**src/design/ctd_pkg.sv**
```systemverilog
// Package for the converter trim and delay register bank.
// Assumes an APB slave with 32-bit data and word-aligned registers.
package ctd_pkg;
  // Printed register indexes; byte address is four times the index
  localparam logic [3:0] CTD_IDX_FSR = 4'hB;
  localparam logic [3:0] CTD_IDX_COARSE = 4'hC;
  localparam logic [3:0] CTD_IDX_FINE = 4'hD;
  localparam logic [11:0] CTD_ADDR_FSR = {6'h00, CTD_IDX_FSR, 2'h0};
  localparam logic [11:0] CTD_ADDR_COARSE = {6'h00, CTD_IDX_COARSE, 2'h0};
  localparam logic [11:0] CTD_ADDR_FINE = {6'h00, CTD_IDX_FINE, 2'h0};
  // Values after reset
  localparam logic [15:0] CTD_RST_FSR = 16'h4000;
  localparam logic [15:0] CTD_RST_COARSE = 16'h0004;
  localparam logic [15:0] CTD_RST_FINE = 16'h0000;
  // Full-scale magnitude field and its usable range
  localparam int CTD_FSR_MSB = 14;
  localparam logic [14:0] CTD_FSR_MIN = 15'h4000;
  localparam logic [14:0] CTD_FSR_MAX = 15'h7FFF;
  // Coarse register field positions
  localparam int CTD_CRS_LSB = 4;
  localparam int CTD_ENA_BIT = 3;
  localparam int CTD_DCS_BIT = 2;
  // Coarse code at which the delay saturates
  localparam logic [11:0] CTD_CRS_SAT = 12'h97F;
  // Fine code field position
  localparam int CTD_FINE_LSB = 10;
endpackage

```
**src/design/ctd_regs.sv**
```systemverilog
// Register bank for full-scale trim and aperture delay, APB slave.
// Assumes APB3 signalling on ref_clk; drives decoded trim outputs.
// Assumes all bus inputs are synchronous to ref_clk.
// Assumes software keeps the mode and clock-rate limits of the delay feature;
// the bank neither knows the sampling mode nor the sampling clock rate.
// Every trim output is registered, so it follows its register one cycle late.
//
// Register access over APB was chosen for this implementation.

module ctd_regs (
  input wire logic ref_clk,
  input wire logic rstn,
  input wire logic psel,
  input wire logic penable,
  input wire logic pwrite,
  input wire logic [11:0] paddr,
  input wire logic [31:0] pwdata,
  output logic [31:0] prdata,
  output logic pready,
  output logic pslverr,
  output logic [14:0] full_scale_magnitude,
  output logic [11:0] coarse_delay_code,
  output logic [5:0] fine_delay_code,
  output logic delay_adjust_enable,
  output logic duty_cycle_stabiliser_enable,
  output logic delay_saturated
);
  import ctd_pkg::*;

  // Reset synchroniser stages
  logic rst_meta_r;
  logic rst_sync_r;
  // Stored register words
  logic [15:0] fsr_q;
  logic [15:0] crs_q;
  logic [15:0] fine_q;
  // Decoded access strobes
  logic setup_ok;
  logic wr_fsr;
  logic wr_crs;
  logic wr_fine;
  logic addr_hit;
  logic [15:0] rd_nxt;
  logic [11:0] crs_eff;

  // Release reset through two flip-flops
  // Assertion of rstn acts at once; release is retimed so that no
  // register leaves reset on a different edge from its neighbours.
  // Nothing but the second stage reads the first one.
  always_ff @(posedge ref_clk or negedge rstn) begin
    if (!rstn) begin
      rst_meta_r <= 1'b0;
      rst_sync_r <= 1'b0;
    end else begin
      rst_meta_r <= 1'b1;
      rst_sync_r <= rst_meta_r;
    end
  end

  // Access phase ends each transfer in one cycle
  // A write is taken only at the edge where pready is sampled high,
  // so a master that stretches its access phase cannot write twice.
  assign setup_ok = psel && penable && pready;
  // Unmapped addresses answer with an error
  assign addr_hit = (paddr == CTD_ADDR_FSR) || (paddr == CTD_ADDR_COARSE) || (paddr == CTD_ADDR_FINE);
  assign wr_fsr = setup_ok && pwrite && (paddr == CTD_ADDR_FSR);
  assign wr_crs = setup_ok && pwrite && (paddr == CTD_ADDR_COARSE);
  assign wr_fine = setup_ok && pwrite && (paddr == CTD_ADDR_FINE);

  // Reserved bit 15 held at zero
  ctd_word_reg #(.RESET_VAL(CTD_RST_FSR), .WR_MASK(16'h7FFF)) u_fsr (
    .clk(ref_clk),
    .rst_n(rst_sync_r),
    .wr_en(wr_fsr),
    .wr_data(pwdata[15:0]),
    .q(fsr_q)
  );
  // Coarse word, stabiliser bit resets to one
  ctd_word_reg #(.RESET_VAL(CTD_RST_COARSE), .WR_MASK(16'hFFFC)) u_crs (
    .clk(ref_clk),
    .rst_n(rst_sync_r),
    .wr_en(wr_crs),
    .wr_data(pwdata[15:0]),
    .q(crs_q)
  );
  // Fine word storage, reserved low bits kept zero
  ctd_word_reg #(.RESET_VAL(CTD_RST_FINE), .WR_MASK(16'hFC00)) u_fine (
    .clk(ref_clk),
    .rst_n(rst_sync_r),
    .wr_en(wr_fine),
    .wr_data(pwdata[15:0]),
    .q(fine_q)
  );

  // Read multiplexer
  // Unmapped addresses fall through to zero, which the bus then returns
  // together with an error flag.
  always_comb begin
    rd_nxt = 16'h0000;
    if (paddr == CTD_ADDR_FSR) begin
      rd_nxt = fsr_q;
    end else if (paddr == CTD_ADDR_COARSE) begin
      rd_nxt = crs_q;
    end else if (paddr == CTD_ADDR_FINE) begin
      rd_nxt = fine_q;
    end
  end

  // APB answer: ready during access phase, one wait-free cycle
  // The answer is prepared in the setup cycle, so pready, pslverr and
  // prdata all stand in the access cycle only and fall back afterwards.
  // Read data is zero outside a read answer, which keeps the bus quiet.
  always_ff @(posedge ref_clk or negedge rst_sync_r) begin
    if (!rst_sync_r) begin
      pready <= 1'b0;
      pslverr <= 1'b0;
      prdata <= 32'h0000_0000;
    end else begin
      pready <= psel && !penable;
      pslverr <= psel && !penable && !addr_hit;
      prdata <= (psel && !penable && !pwrite) ? {16'h0000, rd_nxt} : 32'h0000_0000;
    end
  end

  // Saturate coarse code at the maximum delay
  // Codes above the saturation point give the same delay as the
  // saturation code itself, so the output never shows them.
  assign crs_eff = (crs_q[15:CTD_CRS_LSB] > CTD_CRS_SAT) ? CTD_CRS_SAT : crs_q[15:CTD_CRS_LSB];

  // Drive trim outputs from flip-flops
  // Outputs are retimed so the analog side sees glitch-free codes.
  // A full-scale code below the usable range is kept in the register
  // for read-back, but the output is held at the lowest usable code.
  always_ff @(posedge ref_clk or negedge rst_sync_r) begin
    if (!rst_sync_r) begin
      full_scale_magnitude <= CTD_RST_FSR[CTD_FSR_MSB:0];
      coarse_delay_code <= 12'h000;
      fine_delay_code <= 6'h00;
      delay_adjust_enable <= 1'b0;
      duty_cycle_stabiliser_enable <= 1'b1;
      delay_saturated <= 1'b0;
    end else begin
      // Full-scale magnitude clamped to usable range
      full_scale_magnitude <= (fsr_q[CTD_FSR_MSB:0] < CTD_FSR_MIN) ? CTD_FSR_MIN : fsr_q[CTD_FSR_MSB:0];
      // Codes reach the clock only when enabled
      // Fine code gated by the enable
      coarse_delay_code <= crs_q[CTD_ENA_BIT] ? crs_eff : 12'h000;
      fine_delay_code <= crs_q[CTD_ENA_BIT] ? fine_q[15:CTD_FINE_LSB] : 6'h00;
      delay_adjust_enable <= crs_q[CTD_ENA_BIT];
      duty_cycle_stabiliser_enable <= crs_q[CTD_DCS_BIT];
      delay_saturated <= crs_q[CTD_ENA_BIT] && (crs_q[15:CTD_CRS_LSB] >= CTD_CRS_SAT);
    end
  end

  // Assertions

  // Write lands in coarse register
  a_crs_write_lands: assert property (@(posedge ref_clk) disable iff (!rst_sync_r)
    wr_crs |=> crs_q == ($past(pwdata[15:0]) & 16'hFFFC)) else $error("coarse write lost");

  // Write lands in full-scale register
  a_fsr_write_lands: assert property (@(posedge ref_clk) disable iff (!rst_sync_r)
    wr_fsr |=> fsr_q == ($past(pwdata[15:0]) & 16'h7FFF)) else $error("full-scale write lost");

  // Write lands in fine register
  a_fine_write_lands: assert property (@(posedge ref_clk) disable iff (!rst_sync_r)
    wr_fine |=> fine_q == ($past(pwdata[15:0]) & 16'hFC00)) else $error("fine write lost");

  // Full-scale word holds without a write
  a_fsr_holds: assert property (@(posedge ref_clk) disable iff (!rst_sync_r)
    !wr_fsr |=> $stable(fsr_q)) else $error("full-scale word changed");

  // Coarse word holds without a write
  a_crs_holds: assert property (@(posedge ref_clk) disable iff (!rst_sync_r)
    !wr_crs |=> $stable(crs_q)) else $error("coarse word changed");

  // Fine word holds without a write
  a_fine_holds: assert property (@(posedge ref_clk) disable iff (!rst_sync_r)
    !wr_fine |=> $stable(fine_q)) else $error("fine word changed");

  // Reserved full-scale bit stays zero
  a_fsr_res_zero: assert property (@(posedge ref_clk) disable iff (!rst_sync_r)
    !fsr_q[15]) else $error("full-scale reserved bit set");

  // Reserved coarse bits stay zero
  a_crs_res_zero: assert property (@(posedge ref_clk) disable iff (!rst_sync_r)
    crs_q[1:0] == 2'b00) else $error("coarse reserved bits set");

  // Reserved fine bits stay zero
  a_fine_res_zero: assert property (@(posedge ref_clk) disable iff (!rst_sync_r)
    fine_q[9:0] == 10'h000) else $error("fine reserved bits set");

  // Full-scale output never below range
  a_fsr_range: assert property (@(posedge ref_clk) disable iff (!rst_sync_r)
    ##1 full_scale_magnitude >= CTD_FSR_MIN) else $error("full-scale below range");

  // Usable full-scale code passes unchanged
  a_fsr_passes: assert property (@(posedge ref_clk) disable iff (!rst_sync_r)
    fsr_q[14:0] >= CTD_FSR_MIN |=> full_scale_magnitude == $past(fsr_q[14:0]))
    else $error("full-scale code altered");

  // Low full-scale code gives the lowest range
  a_fsr_clamps: assert property (@(posedge ref_clk) disable iff (!rst_sync_r)
    fsr_q[14:0] < CTD_FSR_MIN |=> full_scale_magnitude == CTD_FSR_MIN) else $error("full-scale not clamped");

  // Codes at or above saturation give the maximum
  a_crs_saturate: assert property (@(posedge ref_clk) disable iff (!rst_sync_r)
    crs_q[CTD_ENA_BIT] && crs_q[15:4] >= CTD_CRS_SAT |=> coarse_delay_code == CTD_CRS_SAT)
    else $error("coarse code not saturated");

  // Codes below saturation pass unchanged
  a_crs_linear: assert property (@(posedge ref_clk) disable iff (!rst_sync_r)
    crs_q[CTD_ENA_BIT] && crs_q[15:4] < CTD_CRS_SAT |=> coarse_delay_code == $past(crs_q[15:4]))
    else $error("coarse code altered");

  // Saturation flag rises with a saturating code
  a_sat_set: assert property (@(posedge ref_clk) disable iff (!rst_sync_r)
    crs_q[CTD_ENA_BIT] && crs_q[15:4] >= CTD_CRS_SAT |=> delay_saturated) else $error("saturation flag missing");

  // Saturation flag never without the enable
  a_sat_needs_ena: assert property (@(posedge ref_clk) disable iff (!rst_sync_r)
    delay_saturated |-> delay_adjust_enable) else $error("saturation flag while off");

  // Coarse code silent while disabled
  a_ena_gates: assert property (@(posedge ref_clk) disable iff (!rst_sync_r)
    !crs_q[CTD_ENA_BIT] |=> coarse_delay_code == 12'h000) else $error("coarse active while off");

  // Enable output follows its bit
  a_ena_follow: assert property (@(posedge ref_clk) disable iff (!rst_sync_r)
    ##1 delay_adjust_enable == $past(crs_q[CTD_ENA_BIT])) else $error("enable output wrong");

  // Fine code follows its field while enabled
  a_fine_gates: assert property (@(posedge ref_clk) disable iff (!rst_sync_r)
    crs_q[CTD_ENA_BIT] |=> fine_delay_code == $past(fine_q[15:10])) else $error("fine code wrong");

  // Fine code silent while disabled
  a_fine_off: assert property (@(posedge ref_clk) disable iff (!rst_sync_r)
    !crs_q[CTD_ENA_BIT] |=> fine_delay_code == 6'h00) else $error("fine active while off");

  // Stabiliser follows the written bit
  a_dcs_follow: assert property (@(posedge ref_clk) disable iff (!rst_sync_r)
    wr_crs ##1 1'b1 |=> duty_cycle_stabiliser_enable == $past(pwdata[2], 2)) else $error("stabiliser wrong");

  // Stabiliser output tracks the stored bit
  a_dcs_track: assert property (@(posedge ref_clk) disable iff (!rst_sync_r)
    ##1 duty_cycle_stabiliser_enable == $past(crs_q[CTD_DCS_BIT])) else $error("stabiliser output wrong");

  // Fine register reads back
  a_read_back: assert property (@(posedge ref_clk) disable iff (!rst_sync_r)
    psel && !penable && !pwrite && paddr == CTD_ADDR_FINE |=> prdata[15:0] == fine_q)
    else $error("fine read back wrong");

  // Full-scale register reads back
  a_read_fsr: assert property (@(posedge ref_clk) disable iff (!rst_sync_r)
    psel && !penable && !pwrite && paddr == CTD_ADDR_FSR |=> prdata == {16'h0000, fsr_q})
    else $error("full-scale read back wrong");

  // Coarse register reads back
  a_read_crs: assert property (@(posedge ref_clk) disable iff (!rst_sync_r)
    psel && !penable && !pwrite && paddr == CTD_ADDR_COARSE |=> prdata == {16'h0000, crs_q})
    else $error("coarse read back wrong");

  // Setup cycle is answered next cycle
  a_ready_next: assert property (@(posedge ref_clk) disable iff (!rst_sync_r)
    psel && !penable |=> pready) else $error("no answer to setup");

  // Ready stands one cycle only
  a_ready_pulse: assert property (@(posedge ref_clk) disable iff (!rst_sync_r)
    pready |=> !pready) else $error("ready held too long");

  // Error flag only with ready
  a_err_ready: assert property (@(posedge ref_clk) disable iff (!rst_sync_r)
    pslverr |-> pready) else $error("error without ready");

  // Unmapped setup answers with an error
  a_err_unmapped: assert property (@(posedge ref_clk) disable iff (!rst_sync_r)
    psel && !penable && !addr_hit |=> pslverr) else $error("unmapped without error");

  // Mapped setup answers without an error
  a_err_mapped: assert property (@(posedge ref_clk) disable iff (!rst_sync_r)
    psel && !penable && addr_hit |=> !pslverr) else $error("mapped with error");

  // Read data quiet outside an answer
  a_rdata_quiet: assert property (@(posedge ref_clk) disable iff (!rst_sync_r)
    !pready |-> prdata == 32'h0000_0000) else $error("read data outside answer");

  // Unmapped write changes no register
  a_unmapped_nowrite: assert property (@(posedge ref_clk) disable iff (!rst_sync_r)
    setup_ok && pwrite && !addr_hit |=> $stable(fsr_q) && $stable(crs_q) && $stable(fine_q))
    else $error("unmapped write stored");
endmodule

```
**src/design/ctd_word_reg.sv**
```systemverilog
// One 16-bit register word with a write mask of writable bits.
// Assumes the caller supplies a single-cycle write strobe.
module ctd_word_reg #(
  parameter logic [15:0] RESET_VAL = 16'h0000,
  parameter logic [15:0] WR_MASK = 16'hFFFF
) (
  input wire logic clk,
  input wire logic rst_n,
  input wire logic wr_en,
  input wire logic [15:0] wr_data,
  output logic [15:0] q
);
  // Stored word, loads its default at reset
  always_ff @(posedge clk or negedge rst_n) begin
    if (!rst_n) begin
      q <= RESET_VAL;
    end else if (wr_en) begin
      q <= (wr_data & WR_MASK) | (q & ~WR_MASK);
    end
  end
endmodule

```
**config.mk**
```make
export PLATFORM = sky130hd
export DESIGN_NAME = ctd_regs
export DESIGN_NICKNAME = d
export VERILOG_FILES = /design/src/design/ctd_pkg.sv /design/src/design/ctd_regs.sv /design/src/design/ctd_word_reg.sv
export SDC_FILE = /design/constraint.sdc
export NUM_CORES = 1
export LEC_CHECK = 0
export BUFFER_PORTS_ARGS = -buffer_cell sky130_fd_sc_hd__buf_4
export CORE_MARGIN = 2
export CORE_UTILIZATION = 54
export CTS_CLUSTER_SIZE = 10
export DETAILED_ROUTE_END_ITERATION = 16
export GPL_TIMING_DRIVEN = 0
export MAX_ROUTING_LAYER = met4
export PLACE_DENSITY = 0.85
export REMOVE_ABC_BUFFERS = 1
export SYNTH_ARGS = -nofsm -noshare
export SYNTH_HDL_FRONTEND = slang
export SYNTH_SLANG_ARGS = --single-unit
```
**constraint.sdc**
```tcl
create_clock -name ref_clk -period 9 [get_ports ref_clk]
set_clock_uncertainty 0.2 [all_clocks]
set_input_delay 0 -clock ref_clk [delete_from_list [all_inputs] [get_ports ref_clk]]
set_output_delay 0 -clock ref_clk [all_outputs]
set_load 0.005 [all_outputs]
```
==> results of run 1 <==
-- report_power, final --
group          internal [W]  switching [W]
registers          0.000405     0.00000257
clock network      0.000125       0.000146
logic             0.0000231      0.0000189
total              0.000553       0.000167
-- flip-flops by register name (all words and copies together) (netlist names) --
signal and flops:
u_fine.q 6, pready 1, pslverr 1, delay_saturated 1, rst_sync_r 1, coarse_delay_code 12, full_scale_magnitude 14, delay_adjust_enable 1
u_fsr.q 15, u_crs.q 14, duty_cycle_stabiliser_enable 1, rst_meta_r 1, prdata 16, fine_delay_code 6
-- worst min path at each step --
stage | from | end | slack, ns | cells past startpoint
2_1_floorplan | rstn | rst_meta_r | -0.50 | 0
3_3_place_gp | rstn | rst_sync_r | -0.42 | 1
3_5_place_dp | rstn | rst_meta_r | -0.42 | 1
4_1_cts | rst_sync_r | u_crs.q[6] | 0.05 | 0
5_1_grt | rst_sync_r | u_crs.q[13] | 0.08 | 0
6_report | rst_sync_r | u_crs.q[5] | 0.04 | 0
-- layout make-up --
| type | count | area (µm²) | area share [%] |
|---|---|---|---|
| well taps | 77 | 96.3 | 2.02 |
| flip-flops and latches | 90 | 2260 | 47.3 |
| repair buffers | 123 | 1040 | 21.7 |
| clock buffers | 12 | 165 | 3.46 |
| clock inverters | 4 | 32.5 | 0.681 |
| diodes | 1 | 2.50 | 0.0524 |
| multi-input cells | 139 | 1180 | 24.8 |
-- layer usage --
layer	track usage (%)	up-vias
li1	-	1060
met1	30.0	1187
met2	38.6	111
met3	4.57	25
met4	11.8	0
met5	-	-
-- stage by stage --
stage | cell area (µm²) | power (W) | setup WS, ns
2_1_floorplan | 3430 | 0.000425 | 6.11
3_3_place_gp | 4170 | 0.000441 | 5.31
3_5_place_dp | 4220 | 0.000444 | 6.46
4_1_cts | 4770 | 0.000720 | 6.05
5_1_grt | 4780 | 0.000742 | 5.93
6_report | 4780 | 0.000720 | 5.99
-- critical path, cell delays in order --
cell and delay (ns):
dlygate4sd3_1 0.54, buf_4 0.14, or4_4 0.59, dlygate4sd3_1 0.65, nor4_2 0.78, buf_6 0.24
a22o_1 0.16
-- layout by cell type (no fill, tap or decap), drive strengths merged, types with 2 or more instances in the layout --
master | Yosys | final
nor2b | 2 | 2
mux2 | 36 | 36
nand4b | 3 | 3
or4 | 3 | 3
dfstp | 3 | 3
inv | 0 | 2
nor2 | 3 | 3
mux2i | 5 | 5
buf | 23 | 87
dlygate4sd3 | 0 | 36
dfrtp | 87 | 87
and3b | 3 | 3
conb | 2 | 18
a22o | 8 | 8
nand4 | 4 | 4
clkinvlp | 0 | 2
o21a | 9 | 9
nor4 | 6 | 6
clkbuf | 6 | 12
o2bb2ai | 4 | 4
and2 | 23 | 23
-- cell usage after synthesis, drive strengths merged --
| library cell | count | area (µm²) |
|---|---|---|
| dfrtp | 87 | 2180 |
| mux2 | 36 | 443 |
| and2 | 23 | 144 |
| buf | 23 | 185 |
| o21a | 9 | 67.6 |
| a22o | 8 | 70.1 |
| clkbuf | 6 | 22.5 |
| nor4 | 6 | 67.6 |
| mux2i | 5 | 50.1 |
| nand4 | 4 | 25.0 |
| o2bb2ai | 4 | 35.0 |
| and3b | 3 | 26.3 |
| dfstp | 3 | 78.8 |
| nand4b | 3 | 26.3 |
| nor2 | 3 | 11.3 |
| or4 | 3 | 30.0 |
| conb | 2 | 7.51 |
| nor2b | 2 | 12.5 |
| a211oi | 1 | 7.51 |
| a22oi | 1 | 7.51 |
| and4 | 1 | 8.76 |
| and4b | 1 | 10.0 |
| nand2 | 1 | 3.75 |
| nand4bb | 1 | 11.3 |
| nor3 | 1 | 5.00 |
| nor3b | 1 | 7.51 |
| nor4b | 1 | 8.76 |
| o31a | 1 | 10.0 |
| or3b | 1 | 8.76 |
| or4bb | 1 | 11.3 |
-- logic make-up (layout without fill, tap and decap cells) --
logic type / Yosys count / count (layout)
other: 2 / 19
muxes: 41 / 41
AOI/OAI and AO/OA: 24 / 24
buffers and inverters: 29 / 139
DFF: 90 / 90
and+or+nand+nor: 56 / 56
-- timing repair --
item                                    CTS  global route
endpoints found under the setup margin    0             0
gates resized for setup                   0             0
hold buffers                             36             0
buffers inserted                          0             0
hold endpoints to repair                 45             0
==> results.ini, run 1 <==
[status]
status = finished, final reports clean

[clocking]
h-tree-depth = 3
clk_latency_ns = 0.36
cts_buffer_depth = 2
cts_buffers = 9
clock_sinks = 90
cts.clk_slew.worst_paths_ns = 0.09
root_buffer = clkbuf_8
cts_tree = done

[finish]
synthToLayoutAreaGrowth_pct = 33.4
drive_gt1_share_pct = 40.8
final_cell_count_no_fill = 446
fill_cells = 406
fin_util_pct = 74.8
finalNetCount = 412

[synth]
ys_ff_latch = 90
ys_seq_area_share_pct = 63.0
synth_cells = 242
synth_compound_area_share_pct = 5.52
synth_area_um2 = 3580
synth.avg_cell_area_um2 = 14.8
synthMuxAreaShare_pct = 13.8
synthAdderAreaFrac_pct = 0
ys_warn_count = 0
synthXorXnorAreaFrac_pct = 0
synth_top_family_by_area = multiplexers
synth-simple-area-share_pct = 11.7
yosysUniqueCellTypes = 36

[sta]
worst_slew_pin_slew_ns = 0.995
slew_violations = 0
hold_ws_ns = 0.0419
fin_setup_tns_ns = 0
setup_viol = 0
rsz0062_at_grt = false
clock.fmax_mhz = 333
period_needed_ns = 3.01
post-route-period-util_pct = 33.4
max_slew_margin_pct = 33.2
hold_viol_final = 0

[detailed_routing]
drc = 0
met1Wirelength_um = 3280
avgRoutedWirePerCell_um = 18.5
first_pass_iters = 5
via_per_inst = 5.34
wl_met2_um = 4300
routed.top_layer = met4
vias = 2383
ant_nets = 0
first_iter_violations = 109
met3_length_um = 471
drt_wl_total_um = 8270

[global_routing]
grt_pass1_vias = 2387
grt_max_degree = 65
grt_antenna_before_repair = 1
gr-total-overflow = 0
gr-usage-all-layers_pct = 24.3
grt_pass1_wl_um = 12900

[run]
drv_cap = 0

[setup_path]
rrSetupSlack_ns = 6.74
worstSetupEndpointType = flop
startpoint = paddr[11]
critical_path_class = input pin to flop
r2r-end = u_crs.q[15]
regToRegStartpoint = pready
critical_path.endpoint = prdata[2]
arrival_ns = 3.10
worstSetupStartpointType = input pin
worstRegToRegCells = 3
worst-path-max-fanout = 8
crit_required_ns = 9.09

[placement]
port_buffers = 85
dp_cells = 393
gp_congestion = 0.826
dp_hpwl_um = 4800

[die]
pin_count = 119
die_h_um = 85.4
rows = 29
die_area_um2 = 7300
dieWidth_um = 85.4
start_util_pct = 56.1
fp.coreArea_um2 = 6390

[power_and_ir_drop]
leakage_nw = 2.47
powerDensity_nw_per_um2 = 151
vdd_ir_drop_max_mv = 0.101

[worst_hold_path]
hold_path.class = flop to asynchronous set/reset pin

Power figures use the tool's default switching activity.
==> run 2, diff against run 1 <==
Settings changed: CORE_UTILIZATION 54 to 50, PLACE_DENSITY 0.85 to 0.79.
Clock period 9 ns to 3 ns, I/O delays scaled along.
==> run 2 against run 1 <==
  * Via count decreased by 0.42%
  * Critical endpoint is now prdata[6]
  * Hold slack improved by 0.074 ns
  * Combinational power increased to 2.9 times the previous value
  * Core utilization decreased by 4.9 points
  * Largest cell class unchanged
  * Register-to-register slack got worse by 6.0 ns
==> results.ini, run 2 (synthesis results as in run 1) <==
[finish]
drive_gt1_share_pct = 40.4  ; was 40.8%
fill_cells = 476  ; was 406
largest_reg_flops = 16  ; unchanged
layout_commonest_cell = buf_4  ; was dfrtp_1
layout_common_cells = buf_4, dfrtp_1, dlygate4sd3_1, mux2_2, and2_1  ; was dfrtp_1, buf_4, dlygate4sd3_1, mux2_2, and2_1
synthToLayoutAreaGrowth_pct = 34.1  ; was 33.4%
finalNetCount = 413  ; was 412
reg_top3 = prdata (16), u_fsr.q (15)  ; unchanged
largest_register = prdata  ; unchanged

[placement]
pre_cts_ws_ns = 0.447  ; was 6.46 ns
gp_congestion = 0.789  ; was 0.826
dp_hpwl_um = 4760  ; was 4800 µm
port_buffers = 85  ; unchanged

[setup_path]
arrival_ns = 3.02  ; was 3.10 ns
critical_path_class = input pin to flop  ; unchanged
crit_required_ns = 3.07  ; was 9.09 ns
worstSetupStartpointType = input pin  ; unchanged
worst-path-max-fanout = 8  ; unchanged
worstSetupEndpointType = flop  ; unchanged
worstRegToRegCells = 3  ; unchanged

[clocking]
cts.clk_slew.worst_paths_ns = 0.08  ; was 0.09 ns
h-tree-depth = 3  ; unchanged
cts_buffer_depth = 2  ; unchanged
clock_sinks = 90  ; unchanged
cts_tree = done  ; unchanged
root_buffer = clkbuf_8  ; unchanged
cts_setup_buffers = 0  ; unchanged
clk_latency_ns = 0.34  ; was 0.36 ns
cts_buffers = 9  ; unchanged

[run]
drv_cap = 0  ; unchanged

[global_routing]
gr-usage-all-layers_pct = 21.8  ; was 24.3%
gr-total-overflow = 0  ; unchanged
grt_antenna_before_repair = 0  ; was 1
grt_max_degree = 47  ; was 65
grt_pass1_wl_um = 12200  ; was 12900 µm
grt_pass1_vias = 2392  ; was 2387

[die]
die_area_um2 = 7850  ; was 7300 µm²
rows = 30  ; was 29
dieWidth_um = 88.6  ; was 85.4 µm
die_h_um = 88.6  ; was 85.4 µm
start_util_pct = 52.1  ; was 56.1%
pin_count = 119  ; unchanged
fp.coreArea_um2 = 6870  ; was 6390 µm²

[detailed_routing]
drt_wl_total_um = 7820  ; was 8270 µm
first_pass_iters = 4  ; was 5
ant_nets = 0  ; unchanged
drc = 0  ; unchanged
first_iter_violations = 103  ; was 109
avgRoutedWirePerCell_um = 16.8  ; was 18.5 µm
via_per_inst = 5.09  ; was 5.34
vias = 2373  ; was 2383

[status]
status = finished, final reports clean  ; unchanged

[sta]
clock.fmax_mhz = 339
slew_violations = 0  ; unchanged
post-route-period-util_pct = 98.2
worst_slew_pin_slew_ns = 1.06  ; was 0.995 ns
timing.final.ws_setup_ns = 0.0525  ; was 5.99 ns
max_slew_margin_pct = 28.5  ; was 33.2%
setup_viol = 0  ; unchanged
hold_ws_ns = 0.116  ; was 0.0419 ns
rsz0062_at_grt = false  ; unchanged
hold_viol_final = 0  ; unchanged
period_needed_ns = 2.95

[power_and_ir_drop]
leakage_nw = 2.47  ; about the same
vdd_ir_drop_max_mv = 0.290  ; was 0.101 mV
powerDensity_nw_per_um2 = 446  ; was 151 nW/µm²

[worst_hold_path]
hold_path.class = flop to asynchronous set/reset pin  ; unchanged

==> run 2: worst max-delay path, stage by stage <==
cell and delay (ns):
dlygate4sd3_1 0.57, buf_4 0.15, or4_4 0.59, dlygate4sd3_1 0.67, nor4_2 0.46, buf_4 0.26
buf_4 0.16, a22o_1 0.15
==> run 2: area by class of cell <==
cell class / instances / area (µm²) / share of cell area (%)
tap: 96 / 120 / 2.50
timing repair buffer: 124 / 1040 / 21.7
clock buffer: 12 / 145 / 3.02
clock inverter: 4 / 51.3 / 1.07
antenna: 1 / 2.50 / 0.0521
multi-input combinational: 139 / 1180 / 24.6
sequential: 90 / 2260 / 47.1
==> run 2: repair_timing <==
| action | CTS | global route |
|---|---|---|
| hold buffers | 36 | 0 |
| gates resized for setup | 0 | 0 |
| hold endpoints to repair | 45 | 0 |
==> run 2: per-layer routing <==
metal,GRT usage (%),part of all wire (%)
met5,-,0
met4,10.5,2.7
met3,3.92,4.5
met2,33.2,49
met1,28.7,43
==> run 2: final timing paths <==
path | start | end | slack, ns
min in group ref_clk | rst_meta_r | rst_sync_r | 0.16
worst min register to register | rst_sync_r | coarse_delay_code[2] | 0.12
max in group asynchronous | rst_sync_r | u_fsr.q[14] | 1.82
worst max register to register | pready | u_crs.q[4] | 0.75
worst max-delay path | paddr[11] | prdata[6] | 0.05
worst min-delay path | rst_sync_r | coarse_delay_code[2] | 0.12
==> run 2: power breakdown <==
part | leakage [nW] | switching [W] | internal [W] | total, W
Clock | 0.0966 | 0.000385 | 0.000409 | 0.000794
Combinational | 1.13 | 0.0000520 | 0.0000693 | 0.000121
Sequential | 1.24 | 0.0000114 | 0.00122 | 0.00123
Total | 2.47 | 0.000449 | 0.00169 | 0.00214
==> run 2: through the flow <==
| stage | total power [W] | std cells | instance area [µm²] | setup TNS (ns) | utilization [%] |
|---|---|---|---|---|---|
| floorplan | 0.00127 | 229 | 3430 | 0 | - |
| CTS | 0.00216 | 465 | 4800 | 0 | 69.9 |
| global route | 0.00223 | 465 | 4800 | 0 | 69.9 |
| global placement | 0.00132 | 410 | 4190 | -64.91 | 61.0 |
| detailed placement | 0.00133 | 413 | 4240 | 0 | 61.8 |
| finish | 0.00214 | 466 | 4800 | 0 | 69.9 |
